`src/rwi_pkg.sv`:
```
// Package with constants, encodings and carrier structs for the reset, watchdog and interrupt block.
package rwi_pkg;

	// Register address and field layout of the watchdog clear register.
	localparam logic [12:0] WDOG_CLEAR_ADDR  = 13'h1ff0;
	localparam int          WDOG_CLEAR_BIT   = 0;
	localparam logic [7:0]  SELF_CHECK_CODE  = 8'h00;

	// Vector addresses, high byte location of each pair.
	localparam logic [12:0] VEC_RESET = 13'h1ffe;
	localparam logic [12:0] VEC_TRAP  = 13'h1ffc;
	localparam logic [12:0] VEC_EXT   = 13'h1ffa;
	localparam logic [12:0] VEC_TIMER = 13'h1ff8;

	// Watchdog and power-on timing, in bus cycles and counter stages, and the port A pin count.
	localparam int WDOG_STAGES    = 18;
	localparam int RC_DELAY_CYC   = 2;
	localparam int XTAL_DELAY_CYC = 4064;
	localparam int STOP_EXIT_CNT  = 4064;
	localparam int PORTA_PINS     = 6;

	// Bus clock rate and bus cycle time.
	localparam int CLK_HZ         = 25000000;
	localparam int BUS_CYCLE_NS   = 40;

	// Vector selection reported to the core.
	typedef enum logic [2:0] {
		RWI_VEC_NONE,
		RWI_VEC_RESET,
		RWI_VEC_TRAP,
		RWI_VEC_EXT,
		RWI_VEC_TIMER
	} rwi_vec_e;

	// Handshake from the processor core.
	typedef struct packed {
		logic boundary;
		logic trap_req;
		logic stop_req;
		logic wait_req;
		logic mask_clear;
		logic ack;
	} rwi_core_s;

	// Timer flags with their enables.
	typedef struct packed {
		logic capture_flag;
		logic compare_flag;
		logic overflow_flag;
		logic capture_en;
		logic compare_en;
		logic overflow_en;
	} rwi_timer_s;

endpackage

```
`src/rwi_ctrl.sv`:
```
// Reset sequencing, watchdog, interrupt latching and vector selection.
`timescale 1ns/1ps
module rwi_ctrl #(
	parameter int XTAL_DELAY = rwi_pkg::XTAL_DELAY_CYC,
	parameter int STAGES     = rwi_pkg::WDOG_STAGES,
	parameter int PINS       = rwi_pkg::PORTA_PINS
) (
	// Clock and synchronous reset.
	input  wire logic                clk_i,
	input  wire logic                rst_n_i,
	// Option straps, sampled while the sequencer is in POR; self_check_i is used live.
	input  wire logic                opt_rc_osc_i,
	input  wire logic                opt_wdog_en_i,
	input  wire logic                opt_level_trig_i,
	input  wire logic [PINS-1:0]     opt_porta_irq_i,
	input  wire logic                self_check_i,
	// Device pins.
	input  wire logic                osc_active_i,
	input  wire logic                reset_pin_n_i,
	input  wire logic                irq_pin_n_i,
	input  wire logic [PINS-1:0]     porta_pin_i,
	input  wire logic [PINS-1:0]     porta_direction_register_i,
	// Timer flags and enables.
	input  wire rwi_pkg::rwi_timer_s timer_i,
	// Processor core handshake.
	input  wire rwi_pkg::rwi_core_s  core_i,
	// Wishbone slave.
	input  wire logic                wb_cyc_i,
	input  wire logic                wb_stb_i,
	input  wire logic                wb_we_i,
	input  wire logic [12:0]         wb_adr_i,
	input  wire logic [3:0]          wb_sel_i,
	input  wire logic [31:0]         wb_dat_i,
	output logic      [31:0]         wb_dat_o,
	output logic                     wb_ack_o,
	// Outputs to the core.
	output logic                     sys_reset_o,
	output logic                     set_mask_o,
	output logic                     osc_enable_o,
	output logic                     core_halt_o,
	output logic                     request_level_o,
	output rwi_pkg::rwi_vec_e        vec_sel_o,
	output logic      [12:0]         vec_addr_o
);

	localparam int RC_CNT  = (rwi_pkg::RC_DELAY_CYC * rwi_pkg::BUS_CYCLE_NS
		+ rwi_pkg::BUS_CYCLE_NS - 1) / rwi_pkg::BUS_CYCLE_NS;
	localparam logic [12:0] RC_CNT_W   = 13'(RC_CNT);
	localparam logic [12:0] XTAL_CNT_W = 13'(XTAL_DELAY);
	localparam logic [STAGES-1:0] WDOG_MAX = '1;
	localparam logic [STAGES-1:0] STOP_CNT_W =
		STAGES'(rwi_pkg::STOP_EXIT_CNT);

	typedef enum {ST_POR, ST_HOLD, ST_RUN, ST_WAIT, ST_STOP} rwi_state_e;

	rwi_state_e        state;
	logic [12:0]       delay_cnt;
	logic [STAGES-1:0] wdog_cnt;
	logic              wdog_expire;
	logic              reset_pin_n;
	logic              irq_n;
	logic [PINS-1:0]   porta;
	logic              ext_level_n;
	logic              ext_level_d;
	logic              ext_latch;
	logic              timer_req;
	logic              mask_bit;
	logic              opt_rc;
	logic              opt_wdog;
	logic              opt_level;
	logic [PINS-1:0]   opt_porta;
	logic              wb_hit;
	logic              wb_req;

	// The reset, IRQ and port A pins come from outside the clock domain and pass two flip-flops.
	rwi_sync #(.WIDTH(PINS + 2), .INIT('1)) u_sync (
		.clk_i   (clk_i),
		.rst_n_i (rst_n_i),
		.async_i ({reset_pin_n_i, irq_pin_n_i, porta_pin_i}),
		.sync_o  ({reset_pin_n, irq_n, porta})
	);

	// Straps are caught by a clocked process so reset never loads a port.
	always_ff @(posedge clk_i) begin
		if (state == ST_POR) begin
			opt_rc    <= opt_rc_osc_i;
			opt_wdog  <= opt_wdog_en_i;
			opt_level <= opt_level_trig_i;
			opt_porta <= opt_porta_irq_i;
		end
	end

	// Combined request level of the pin and enabled input port A pins.
	always_comb begin
		ext_level_n = irq_n;
		for (int i = 0; i < PINS; i++) begin
			if (opt_porta[i] && !porta_direction_register_i[i]) begin
				ext_level_n = ext_level_n & porta[i];
			end
		end
	end
	assign request_level_o = ~ext_level_n;

	// Reset and low-power sequencer. Watchdog expiry re-enters POR.
	always_ff @(posedge clk_i) begin
		if (!rst_n_i || wdog_expire) begin
			state     <= ST_POR;
			delay_cnt <= '0;
		end else begin
			unique case (state)
				ST_POR: begin
					if (osc_active_i) begin
						delay_cnt <= delay_cnt + 13'h0001;
						if (delay_cnt + 13'h0001 >=
							(opt_rc ? RC_CNT_W : XTAL_CNT_W)) begin
							state <= ST_HOLD;
						end
					end
				end
				ST_HOLD: begin
					if (reset_pin_n) begin
						state <= ST_RUN;
					end
				end
				ST_RUN: begin
					if (!reset_pin_n) begin
						state     <= ST_POR;
						delay_cnt <= '0;
					end else if (core_i.stop_req) begin
						state <= ST_STOP;
					end else if (core_i.wait_req) begin
						state <= ST_WAIT;
					end
				end
				ST_WAIT: begin
					if (!reset_pin_n) begin
						state     <= ST_POR;
						delay_cnt <= '0;
					end else if (ext_latch || timer_req) begin
						state <= ST_RUN;
					end
				end
				ST_STOP: begin
					if (!reset_pin_n) begin
						state     <= ST_POR;
						delay_cnt <= '0;
					end else if (ext_latch) begin
						state <= ST_RUN;
					end
				end
			endcase
		end
	end

	assign sys_reset_o  = (state == ST_POR) || (state == ST_HOLD);
	assign osc_enable_o = (state != ST_STOP);
	assign core_halt_o  = (state == ST_WAIT) || (state == ST_STOP);

	// Wishbone decode; ack answers one cycle after the strobe.
	assign wb_req = wb_cyc_i && wb_stb_i && !wb_ack_o;
	assign wb_hit = wb_adr_i == rwi_pkg::WDOG_CLEAR_ADDR;

	always_ff @(posedge clk_i) begin
		if (!rst_n_i) begin
			wb_ack_o <= 1'b0;
			wb_dat_o <= '0;
		end else begin
			wb_ack_o <= wb_req;
			if (wb_req && !wb_we_i) begin
				wb_dat_o <= wb_hit ? {24'h000000, rwi_pkg::SELF_CHECK_CODE}
					: 32'h00000000;
			end
		end
	end

	// Watchdog counter; software can only stop it by entering STOP.
	always_ff @(posedge clk_i) begin
		if (!rst_n_i || sys_reset_o || !opt_wdog || self_check_i) begin
			wdog_cnt <= '0;
		end else if (state == ST_STOP) begin
			wdog_cnt <= STOP_CNT_W;
		end else if (wb_req && wb_we_i && wb_hit && wb_sel_i[0]
			&& !wb_dat_i[rwi_pkg::WDOG_CLEAR_BIT]) begin
			wdog_cnt <= '0;
		end else begin
			wdog_cnt <= wdog_cnt + 1'b1;
		end
	end
	assign wdog_expire = (wdog_cnt == WDOG_MAX) && (state != ST_STOP);

	// External latch: edge always, level when the option is chosen.
	always_ff @(posedge clk_i) begin
		if (!rst_n_i || sys_reset_o) begin
			ext_level_d <= 1'b1;
			ext_latch   <= 1'b0;
		end else begin
			ext_level_d <= ext_level_n;
			if ((ext_level_d && !ext_level_n) || (opt_level && !ext_level_n)) begin
				ext_latch <= 1'b1;
			end else if (core_i.ack && vec_sel_o == rwi_pkg::RWI_VEC_EXT) begin
				ext_latch <= 1'b0;
			end
		end
	end

	// Enables gate requests; flags are set and cleared by the timer itself.
	assign timer_req = !sys_reset_o && (
		(timer_i.capture_flag  && timer_i.capture_en)  ||
		(timer_i.compare_flag  && timer_i.compare_en)  ||
		(timer_i.overflow_flag && timer_i.overflow_en));

	// Mask bit shadow: set on reset and on any taken vector.
	always_ff @(posedge clk_i) begin
		if (!rst_n_i || sys_reset_o) begin
			mask_bit <= 1'b1;
		end else if (core_i.ack) begin
			mask_bit <= 1'b1;
		end else if (core_i.mask_clear || state == ST_WAIT
			|| state == ST_STOP) begin
			mask_bit <= 1'b0;
		end
	end
	assign set_mask_o = sys_reset_o || core_i.ack;

	// Vector choice in fixed priority at an instruction boundary.
	always_comb begin
		vec_sel_o = rwi_pkg::RWI_VEC_NONE;
		if (sys_reset_o) begin
			vec_sel_o = rwi_pkg::RWI_VEC_RESET;
		end else if (core_i.boundary && core_i.trap_req) begin
			vec_sel_o = rwi_pkg::RWI_VEC_TRAP;
		end else if (core_i.boundary && !mask_bit && ext_latch) begin
			vec_sel_o = rwi_pkg::RWI_VEC_EXT;
		end else if (core_i.boundary && !mask_bit && timer_req) begin
			vec_sel_o = rwi_pkg::RWI_VEC_TIMER;
		end
	end

	// Vector address lookup.
	always_comb begin
		unique case (vec_sel_o)
			rwi_pkg::RWI_VEC_RESET: vec_addr_o = rwi_pkg::VEC_RESET;
			rwi_pkg::RWI_VEC_TRAP:  vec_addr_o = rwi_pkg::VEC_TRAP;
			rwi_pkg::RWI_VEC_EXT:   vec_addr_o = rwi_pkg::VEC_EXT;
			rwi_pkg::RWI_VEC_TIMER: vec_addr_o = rwi_pkg::VEC_TIMER;
			default:                vec_addr_o = 13'h0000;
		endcase
	end

	// Checks on the sequencing and arbitration.
	AST_TRAP_UNMASKED: assert property (@(posedge clk_i) disable iff (!rst_n_i)
		(!sys_reset_o && core_i.boundary && core_i.trap_req)
		|-> vec_addr_o == rwi_pkg::VEC_TRAP) else $error("trap not served");
	AST_MASK_BLOCKS: assert property (@(posedge clk_i) disable iff (!rst_n_i)
		(mask_bit && !core_i.trap_req && !sys_reset_o)
		|-> vec_sel_o == rwi_pkg::RWI_VEC_NONE) else $error("masked vector");
	AST_RESET_VEC: assert property (@(posedge clk_i) disable iff (!rst_n_i)
		sys_reset_o |-> (vec_addr_o == rwi_pkg::VEC_RESET && set_mask_o))
		else $error("reset vector wrong");
	AST_HOLD_PIN: assert property (@(posedge clk_i) disable iff (!rst_n_i)
		(state == ST_HOLD && !reset_pin_n) |=> state == ST_HOLD)
		else $error("left reset with pin low");
	AST_WDOG_CLEAR: assert property (@(posedge clk_i) disable iff (!rst_n_i)
		(wb_req && wb_we_i && wb_hit && wb_sel_i[0]
		&& !wb_dat_i[rwi_pkg::WDOG_CLEAR_BIT]
		&& state == ST_RUN && !wdog_expire) |=> wdog_cnt == '0)
		else $error("watchdog not cleared");
	AST_STOP_LOAD: assert property (@(posedge clk_i) disable iff (!rst_n_i)
		(state == ST_STOP && opt_wdog && !self_check_i)
		|=> wdog_cnt == STOP_CNT_W || sys_reset_o)
		else $error("stop count wrong");
	AST_WAIT_RUNS: assert property (@(posedge clk_i) disable iff (!rst_n_i)
		(state == ST_WAIT && $past(state) == ST_WAIT && opt_wdog
		&& !self_check_i && !wb_req && !$past(wb_req) && $past(wdog_cnt) != '0)
		|-> wdog_cnt != $past(wdog_cnt)) else $error("watchdog stalled");
	AST_OSC_OFF: assert property (@(posedge clk_i) disable iff (!rst_n_i)
		(state == ST_STOP) |-> !osc_enable_o) else $error("osc on in stop");
	AST_TIMER_GATE: assert property (@(posedge clk_i) disable iff (!rst_n_i)
		(!timer_i.capture_en && !timer_i.compare_en && !timer_i.overflow_en)
		|-> !timer_req) else $error("disabled timer request");
	AST_RC_DELAY: assert property (@(posedge clk_i) disable iff (!rst_n_i)
		(rst_n_i && state == ST_POR && opt_rc && osc_active_i
		&& delay_cnt == '0 && !wdog_expire)
		##1 (osc_active_i && !wdog_expire)
		|=> state == ST_HOLD) else $error("rc delay wrong");

endmodule // rwi_ctrl

```
`src/rwi_sync.sv`:
```
// Two-stage synchroniser for a bus of asynchronous pin levels.
`timescale 1ns/1ps
module rwi_sync #(
	parameter int WIDTH = 1,
	parameter logic [WIDTH-1:0] INIT = '1
) (
	// Clock and reset.
	input  wire logic             clk_i,
	input  wire logic             rst_n_i,
	// Pin levels and synchronised copies.
	input  wire logic [WIDTH-1:0] async_i,
	output logic      [WIDTH-1:0] sync_o
);

	logic [WIDTH-1:0] stage1;

	// The first stage feeds only the second, so metastability stays contained.
	always_ff @(posedge clk_i) begin
		if (!rst_n_i) begin
			stage1 <= INIT;
			sync_o <= INIT;
		end else begin
			stage1 <= async_i;
			sync_o <= stage1;
		end
	end

endmodule // rwi_sync

```
`config.mk`:
```
export PLATFORM = sky130hd
export DESIGN_NAME = rwi_ctrl
export DESIGN_NICKNAME = d
export VERILOG_FILES = /design/src/rwi_pkg.sv /design/src/rwi_ctrl.sv /design/src/rwi_sync.sv
export SDC_FILE = /design/constraint.sdc
export NUM_CORES = 1
export LEC_CHECK = 0
export BUFFER_PORTS_ARGS = -buffer_cell sky130_fd_sc_hd__clkbuf_2
export CAP_MARGIN = 20
export CORE_UTILIZATION = 38
export DETAILED_ROUTE_END_ITERATION = 12
export PLACE_DENSITY_LB_ADDON = 0.15
export SYNTH_ARGS = -nofsm -noshare
export SYNTH_HDL_FRONTEND = slang
export SYNTH_HIERARCHICAL = 1
export SYNTH_SLANG_ARGS = --single-unit
```
`constraint.sdc`:
```
create_clock -name clk_i -period 2.6 [get_ports clk_i]
set_input_delay 0.52 -clock clk_i [delete_from_list [all_inputs] [get_ports clk_i]]
set_output_delay 0.52 -clock clk_i [all_outputs]
set_load 0.005 [all_outputs]
```
==> After elaboration in Yosys (flattened, before gate mapping) <==
Index checks and enable logic that the tools add are counted.
{ "op_classes": {"n_addsub": 2, "n_lt_le_gt_ge": 1, "eq_ne": 21, "mux": 30, "bitwise_logic": 7, "n_reduce_logical": 59} }
{ "ops": {"columns": ["operator", "n"], "rows": [
  ["$mux 32", 10],
  ["$pmux 32 s5", 1],
  ["$eq 32x2->1 const B", 3],
  ["$eq 32x3->1 const B", 2],
  ["$logic_not 32->1", 2],
  ["$pmux 13 s4", 1],
  ["$mux 12", 3],
  ["$eq 32x1->1 const B", 1],
  ["$eq 32x4->1 const B", 1],
  ["$ne 32x4->1 const B", 1],
  ["$mux 13", 2],
  ["$pmux 13 s2", 1],
  ["$logic_and 1x1->1", 24],
  ["$add 18x1->18 const B", 1],
  ["$eq 18x18->1 const B", 1],
  ["$add 13x1->13 const B", 1],
  ["$eq 13x13->1 const B", 1],
  ["$ge 13x12->1", 1],
  ["$logic_not 1->1", 13],
  ["$logic_or 1x1->1", 13],
  ["$mux 3", 4],
  ["$mux 1", 8],
  ["$and 1x1->1", 6],
  ["$eq 3x2->1 const B", 2],
  ["12 further kinds", 17]
]} }
{ "word_totals": {"regBits": 92, "in_bits": 91, "out_inout_bits": 54, "elab_cells": 134} }

==> Logic depth before layout (Yosys ltp) <==
Gate-level depths: netlist (run 1).
{ "depth": {"ltp_word": 17, "mapped_depth": 11} }

==> Cells and area by module <==
Netlist (run 1), hierarchy kept.
{ "by_module_without_submodules": {"columns": ["mod", "n_inst", "cells_per_inst", "area_each_um2", "seq_area_each_um2"], "rows": [
  ["rwi_ctrl", 1, 337, 2929.1, 1031.0],
  ["rwi_sync", 1, 33, 431.7, 320.3]
]} }

==> Least setup slack after synthesis (run 1) <==
No wires, ideal clock.
{ "synth_timing": {"path_type": "register to register", "startpoint": "register delay_cnt[0]", "endpoint": "register state[0]", "setup_time_ps": 133, "arrival_time_ps": 2218, "path_slack_ps": 249, "path_stages_with_launch": 12, "n_path_buf": 1, "period_less_slack_ps": 2351, "path_cell_list": "dfxtp_1 > nand3_1 > or3_1 > clkbuf_2 > nor2_1 > xor2_1 > ha_1 > a21o_1 > nand2_1 > o2111ai_1 > a2111oi_2 > o22ai_1"} }
{ "synth_via": {"elab_chain_len": 4} }
{ "synth_rtl": {"columns": ["item", "line", "source"], "rows": [
  ["start: declaration", "rwi_ctrl.sv:57", "logic [12:0] delay_cnt;"],
  ["start signal: assignment", "rwi_ctrl.sv:113", "delay_cnt <= delay_cnt + 13'h0001;"],
  ["$add 13x1->13", "rwi_ctrl.sv:114", "if (delay_cnt + 13'h0001 >="],
  ["$ge 13x12->1", "rwi_ctrl.sv:114", null],
  ["$ne 2x2->1 (no line)", null, null],
  ["$reduce_and 6->1 (no line)", null, null],
  ["end signal: assignment", "rwi_ctrl.sv:116", "state <= ST_HOLD;"],
  ["end signal: assignment", "rwi_ctrl.sv:122", "state <= ST_RUN;"],
  ["end signal: assignment", "rwi_ctrl.sv:127", "state <= ST_POR;"],
  ["end: declaration", "rwi_ctrl.sv:56", "rwi_state_e state;"]
]} }
Every way passes these cells.
A chain may end at the register's enable or synchronous reset.

==> Final worst setup path (run 1) <==
Same ends and word-level chain as after synthesis.

==> impl_metrics.ini, run 1 <==
[synthesis]
seq_area_frac_synth = 0.402
synth-seq-cells = 63
synth_area_um2 = 3360
yosys-top-cells-area = dfxtp_1 32%, buf_4 9.8%, edfxtp_1 8.0%, xor2_1 3.9%, ha_1 3.7%
synth_area_per_cell_um2 = 9.08
ys.flop_type = dfxtp_1
synth-edff-count = 9
synth_top_area_share = 0.322
yosys.area.top_type = dfxtp_1
synthArstFlopShare = 0
synth_cell_type_count = 58
netlist_instances = 370
ys_warn_count = 6

[clock_network]
post_cts_buffers = 0
cts-htree-levels = 3
numCtsBuffers = 9
tritoncts = built
worstSkewPairLatency_ns = 0.34
cts.sinks = 63
cts-root-buf = clkbuf_8
clkTransAtPathRegs_ns = 0.08
clockBufferDepth = 2

[global_route]
grt_first_pass_wirelength_um = 11200
antenna_found_initial = 0
overflow = 0
grt_max_degree = 19
grt_usage = 0.161
grt_pass1_vias = 2461

[sta]
tns_ns = 0
fmaxAchievable_mhz = 414
finClkSkew_ns = 0.0110
post-route-period-util = 0.928
rsz0062_at_grt = no
drv_slew = 0
slew_headroom = 0.443
hold_viol = 0
setup_violations = 0
min_period_ns = 2.41
tightest_slew_ns = 0.826

[critical_path]
crit_slowest_cell = dfxtp_2
regToRegStartpoint = delay_cnt[0]$_SDFFE_PP0P_
path_class = reg -> reg
crit_path_start_kind = register
critical_path.top_delay_family = compound AO/OA/AOI/OAI gates
startpoint = delay_cnt[0]$_SDFFE_PP0P_
crit_fanout = 7
end_kind = register
cp_num_buf_inv = 1
crit_arrival_ns = 2.63
cp_cell_sequence = ha_1 -> buf_4 -> and3_1 -> and3_1 -> xor2_1 -> ha_1 -> a21o_1 -> a21oi_1 -> a21oi_1 -> a2111oi_2 -> o22ai_1
max_stage_delay_ns = 0.36
critPathRequiredTime_ns = 2.82

[floorplanning]
floorplan.initialDensity = 0.401
fp-row-count = 33
die_w_um = 96.0
die_h_um = 96.0
die-area_um2 = 9220
core_um2 = 8380
io_pins = 145

[routing]
drt_pass1_iterations = 4
avgRoutedWirePerCell_um = 12.2
initialDrtViolationCount = 107
drt_wl_total_um = 6780
vias_per_cell = 4.78
ant_nets = 0
num_vias = 2667
drc = 0

[outcome]
status = finished clean

[min_path]
hold_path.class = in -> reg
min_from = porta_pin_i[1]

[finish]
finalNetCount = 549
final_cell_mix = 77 x clkbuf_2, 53 x dfxtp_1, 33 x conb_1
area_growth_pct = 15.7
stdcell_area_um2 = 3890
layout_commonest_cell = clkbuf_2
antenna_cells = 0
drive_gt1_frac = 0.260

[place]
place.gp.congestion = 0.815
io_buffers = 77
placed_area_um2 = 3700
hpwl_um = 5050

[run]
cap_violations = 0

[pwr]
power.density_nw_per_um2 = 500
irDropWorstVdd_mv = 0.299
leakage_uw = 0.00162
through the flow:
stage | total power (µW) | hold WS, ns | worst slack [ns] | util | std cells
after floorplan | 1150 | 0.385 | 0.249 | - | 402
after global placement | 1180 | 0.386 | 0.0725 | 0.442 | 542
after detailed placement | 1180 | 0.393 | 0.0618 | 0.442 | 542
after CTS | 1970 | 0.327 | 0.0777 | 0.463 | 558
after global routing | 2040 | 0.320 | 0.00705 | 0.464 | 558
final | 1940 | 0.351 | 0.187 | 0.464 | 558
final cells by class:
| cell class | instances | area [µm²] |
|---|---|---|
| timing repair buffer | 88 | 468 |
| multi-input combinational | 276 | 1720 |
| clock inverter | 7 | 56.3 |
| fill | 844 | 4490 |
| sequential | 63 | 1350 |
| clock buffer | 9 | 124 |
| inverter | 10 | 37.5 |
| tap | 105 | 131 |
what timing repair did:
| action | in CTS | in global routing |
|---|---|---|
| endpoints found under the setup margin | 0 | 1 |
| gates resized for setup | 0 | 2 |
| hold buffers | 0 | 0 |
where the power goes:
| part | internal (µW) | switching (µW) |
|---|---|---|
| combinational | 65.6 | 69.6 |
| sequential | 1010 | 11.6 |
| clock | 357 | 430 |
path summary, 6_finish.rpt:
check | cells after the start | end | slack, ns
hold / removal | 2 | u_sync/stage1[1]$_SDFF_PN1_ | 0.35
hold reg to reg | 1 | u_sync/sync_o[5]$_SDFF_PN1_ | 0.41
setup reg to reg | 11 | state[0]$_SDFFE_PP0P_ | 0.19
setup / recovery | 11 | state[0]$_SDFFE_PP0P_ | 0.19
registers in the layout (all words and copies together) (netlist names):
signal,flops
ext_level_d,1
state,3
mask_bit,1
u_sync/stage1,8
delay_cnt,13
u_sync/sync_o,8
wdog_cnt,18
ext_latch,1
opt_level,1
wb_ack_o,1
opt_rc,1
opt_wdog,1
opt_porta,6
synthesized netlist by cell type (3+ instances only):
cell      count
dfxtp_1      54
or3_1         5
nor4_1        3
and3_1        5
inv_1         9
a22oi_1       5
a21oi_1      18
buf_4        44
nand2b_1     18
a21o_1        5
o21ai_0      22
nand3b_1      3
nor2b_1       4
nor3_1        6
nand4_1       9
nor3b_1       9
nand3_1       9
xor2_1       15
or2b_1        5
nor2_1       31
edfxtp_1      9
buf_2         5
nand2_1      18
o22a_1        3
xnor2_1       8
ha_1         10
routing by layer:
layer / wire, µm / share of wire / vias to the layer above / GRT usage
met5: 0 / 0 / - / 0
met4: 82 / 0.012 / 0 / 0.0547
met3: 381 / 0.056 / 7 / 0.0490
met2: 3030 / 0.45 / 81 / 0.265
met1: 3290 / 0.49 / 1202 / 0.200
li1: - / - / 1377 / -
logic make-up (layout without fill, tap and decap cells):
group / count (synthesis) / count (layout) / synth area share
compound gates: 66 / 66 / 0.127
fa+ha+maj: 10 / 10 / 0.0372
xor+xnor: 23 / 23 / 0.0599
other cells: 1 / 33 / 0.00112
mux: 1 / 1 / 0.00298
buf+inv: 63 / 114 / 0.124
flops: 63 / 63 / 0.402
simple gates: 143 / 143 / 0.246
No activity file was read; power rests on OpenSTA's default activity.
==> inputs of run 2 (changes only) <==
--- a/config.mk
+++ b/config.mk
@@ -5,6 +5,7 @@
 export SDC_FILE = /design/constraint.sdc
 export NUM_CORES = 1
 export LEC_CHECK = 0
+export ABC_AREA = 1
 export BUFFER_PORTS_ARGS = -buffer_cell sky130_fd_sc_hd__clkbuf_2
 export CAP_MARGIN = 20
 export CORE_UTILIZATION = 38
==> run 2 against run 1 <==
  * Sequential power increased by 14%
  * Final area is 2.8% higher
  * Via count rose by 7.7%
  * Sequential share of layout area decreased by 0.89 points
==> impl_metrics.ini, run 2 <==
[routing]
ant_nets = 0
avgRoutedWirePerCell_um = 10.9
drc = 0
drt_pass1_iterations = 4
initialDrtViolationCount = 79
vias_per_cell = 4.55
num_vias = 2873
drt_wl_total_um = 6870

[min_path]
hold_path_depth = 3
holdPathEnd = u_sync/stage1[2]$_SDFF_PN1_
min_from = porta_pin_i[2]
hold_path.class = in -> reg

[finish]
largest_register_ff_count = 18
finalNetCount = 620
reg_top3 = wdog_cnt: 18 flops, delay_cnt: 13 flops
num-fill-cells = 894
drive_gt1_frac = 0.254
area_growth_pct = 17.4
stdcell_area_um2 = 4000
post_layout_nonfiller_instances = 632
final_cell_mix = 93 x nand2_1, 77 x clkbuf_2, 55 x inv_1
layout_commonest_cell = nand2_1
top_register = wdog_cnt
antenna_cells = 0

[floorplanning]
fp-row-count = 34
core_um2 = 8680
die_w_um = 96.7
die_h_um = 96.7
io_pins = 145
floorplan.initialDensity = 0.392
die-area_um2 = 9340

[critical_path]
end_kind = output pin
critical_path.top_delay_family = buffers and inverters
crit_slowest_cell = dfxtp_1
crit_path_start_kind = register
cp_num_buf_inv = 5
crit_fanout = 10
crit_arrival_ns = 1.89
r2r_slack_ns = 0.19
rr_endpoint = state[1]$_SDFFE_PP0P_
regToRegStartpoint = delay_cnt[0]$_SDFFE_PP0P_
max_stage_delay_ns = 0.41
path_class = reg -> out
cp_cell_sequence = inv_1 -> nor3_2 -> inv_1 -> nand2_4 -> inv_1 -> nand4_1 -> nand4_1 -> buf_4 -> clkbuf_2
critPathRequiredTime_ns = 2.08
cp_common_cell = inv_1
rr_worst_depth = 16

[sta]
min_period_ns = 2.41
hold_viol = 0
setup_violations = 0
fmaxAchievable_mhz = 414
slew_headroom = 0.603
finClkSkew_ns = 0.00959
drv_slew = 0
post-route-period-util = 0.929
whs_ns = 0.345
tightest_slew_ns = 0.592

[synthesis]
synth_area_um2 = 3400
synth-edff-count = 9
synth_fa_ha_area_frac = 0.0368
yosys-top-cells-area = dfxtp_1 32%, nand2_1 10%, buf_4 9.7%, edfxtp_1 7.9%, inv_1 6.2%
synth_compound_area_frac = 0.0724
yosys.area_share.simple = 0.289
synthArstFlopShare = 0
synth-seq-cells = 63
yosysMostFrequentCell = nand2_1
synth_top_family_by_area = simple AND/OR/NAND/NOR gates
synth_xor_area_frac = 0.0283
synthMuxAreaShare = 0
seq_area_frac_synth = 0.397
synth_cell_type_count = 42
netlist_instances = 438
synth_area_per_cell_um2 = 7.77
synth_top_area_share = 0.318
ys.flop_type = dfxtp_1
ys_warn_count = 6
synth_common_cells = 94 x nand2_1, 56 x inv_1, 54 x dfxtp_1, 44 x buf_4, 36 x nor2_1
yosys.area.top_type = dfxtp_1

[pwr]
p_sw_frac = 0.345
leakage_uw = 0.00186
irDropWorstVdd_mv = 0.304
clockPowerShare = 0.315
power_uw = 2980
p_int_uw = 1950
p_switching_uw = 1030
p_comb_frac = 0.296
p_seq_frac = 0.389
power.density_nw_per_um2 = 746

[place]
place.gp.congestion = 0.825
hpwl_um = 5200
placed_area_um2 = 3710
place_inst = 613
io_buffers = 77

[clock_network]
cts-htree-levels = 3
cts-root-buf = clkbuf_8
clockBufferDepth = 2
ctsHoldBuffers = 0
clkTransAtPathRegs_ns = 0.08
worstSkewPairLatency_ns = 0.34
tritoncts = built
numCtsBuffers = 9
cts.sinks = 63

[global_route]
overflow = 0
grt_usage = 0.153
antenna_found_initial = 0
grt_pass1_vias = 2602
grt_first_pass_wirelength_um = 11800
grt_max_degree = 18

[outcome]
status = finished clean

[run]
cap_violations = 0
-- run 2: cell types whose count changed after synthesis, sizes merged, moves of 9 or more --
cell and delta:
nand2 +82, inv +47, o21ai -17, nand2b -18
nor3 +9, nand3 +10
-- run 2: how the worst max path moves through the flow --
stage | startpoint | to | cells after the start | slack (ns)
3_3_place_gp | delay_cnt[0]$_SDFFE_PP0P_ | state[0]$_SDFFE_PP0P_ | 17 | 0.13
2_1_floorplan | delay_cnt[0]$_SDFFE_PP0P_ | state[0]$_SDFFE_PP0P_ | 17 | 0.36
5_1_grt | delay_cnt[0]$_SDFFE_PP0P_ | state[1]$_SDFFE_PP0P_ | 16 | -0.04
6_report | state[0]$_SDFFE_PP0P_ | vec_addr_o[12] | 9 | 0.19
4_1_cts | delay_cnt[1]$_SDFFE_PP0P_ | state[1]$_SDFFE_PP0P_ | 17 | 0.06
3_5_place_dp | delay_cnt[1]$_SDFFE_PP0P_ | state[1]$_SDFFE_PP0P_ | 17 | 0.09
-- run 2: metrics by stage --
stage	utilization	TNS [ns]	setup slack, ns
floorplan	-	0	0.363
global placement	0.427	0	0.131
detailed placement	0.427	0	0.0926
CTS	0.453	0	0.0617
global route	0.460	-0.0627	-0.0379
finish	0.460	0	0.186
-- run 2: final cells by class --
class                           count  area, µm²  area share
Clock inverter                      6       71.3      0.0178
Tap cell                          108        135      0.0338
Sequential cell                    63       1360       0.339
Multi-Input combinational cell    302       1620       0.405
Clock buffer                       10        149      0.0373
Timing Repair Buffer               86        453       0.113
Inverter                           57        214      0.0535
-- run 2: tightest hold or removal path, cell delays in order --
cell,delay [ns]
clkbuf_2,0.07
inv_1,0.03
nand2_1,0.04
-- run 2: power by group through the flow --
| stage | Clock, µW | Sequential, µW | Combinational [µW] |
|---|---|---|---|
| after detailed placement | 0 | 1170 | 855 |
| final | 939 | 1160 | 882 |
| after global routing | 1000 | 1180 | 1000 |
| after CTS | 962 | 1150 | 871 |
| after global placement | 0 | 1170 | 850 |
| after floorplan | 0 | 1170 | 691 |
-- run 2: cells by family (layout without fill, tap and decap cells) --
| kind of cell | count (synthesis) | after routing |
|---|---|---|
| buffers and inverters | 105 | 159 |
| flip-flops | 63 | 63 |
| AO/OA/AOI/OAI | 42 | 42 |
| other | 1 | 33 |
| adder cells (fa/ha/maj) | 10 | 10 |
| XOR/XNOR | 11 | 11 |
| AND/OR/NAND/NOR | 206 | 206 |
-- run 2: routing by layer --
metal  vias up  share of wire  GRT usage
li1       1507              -          -
met1      1271           0.48      0.203
met2        87           0.45      0.250
met3         8          0.047     0.0296
met4         0          0.013     0.0517
met5         -              0          0
-- run 2: repair_timing --
action / CTS / global route
buffers inserted: 1 / 2
pin swaps: 0 / 3
setup endpoints to repair: 10 / 12
resized for setup: 0 / 13
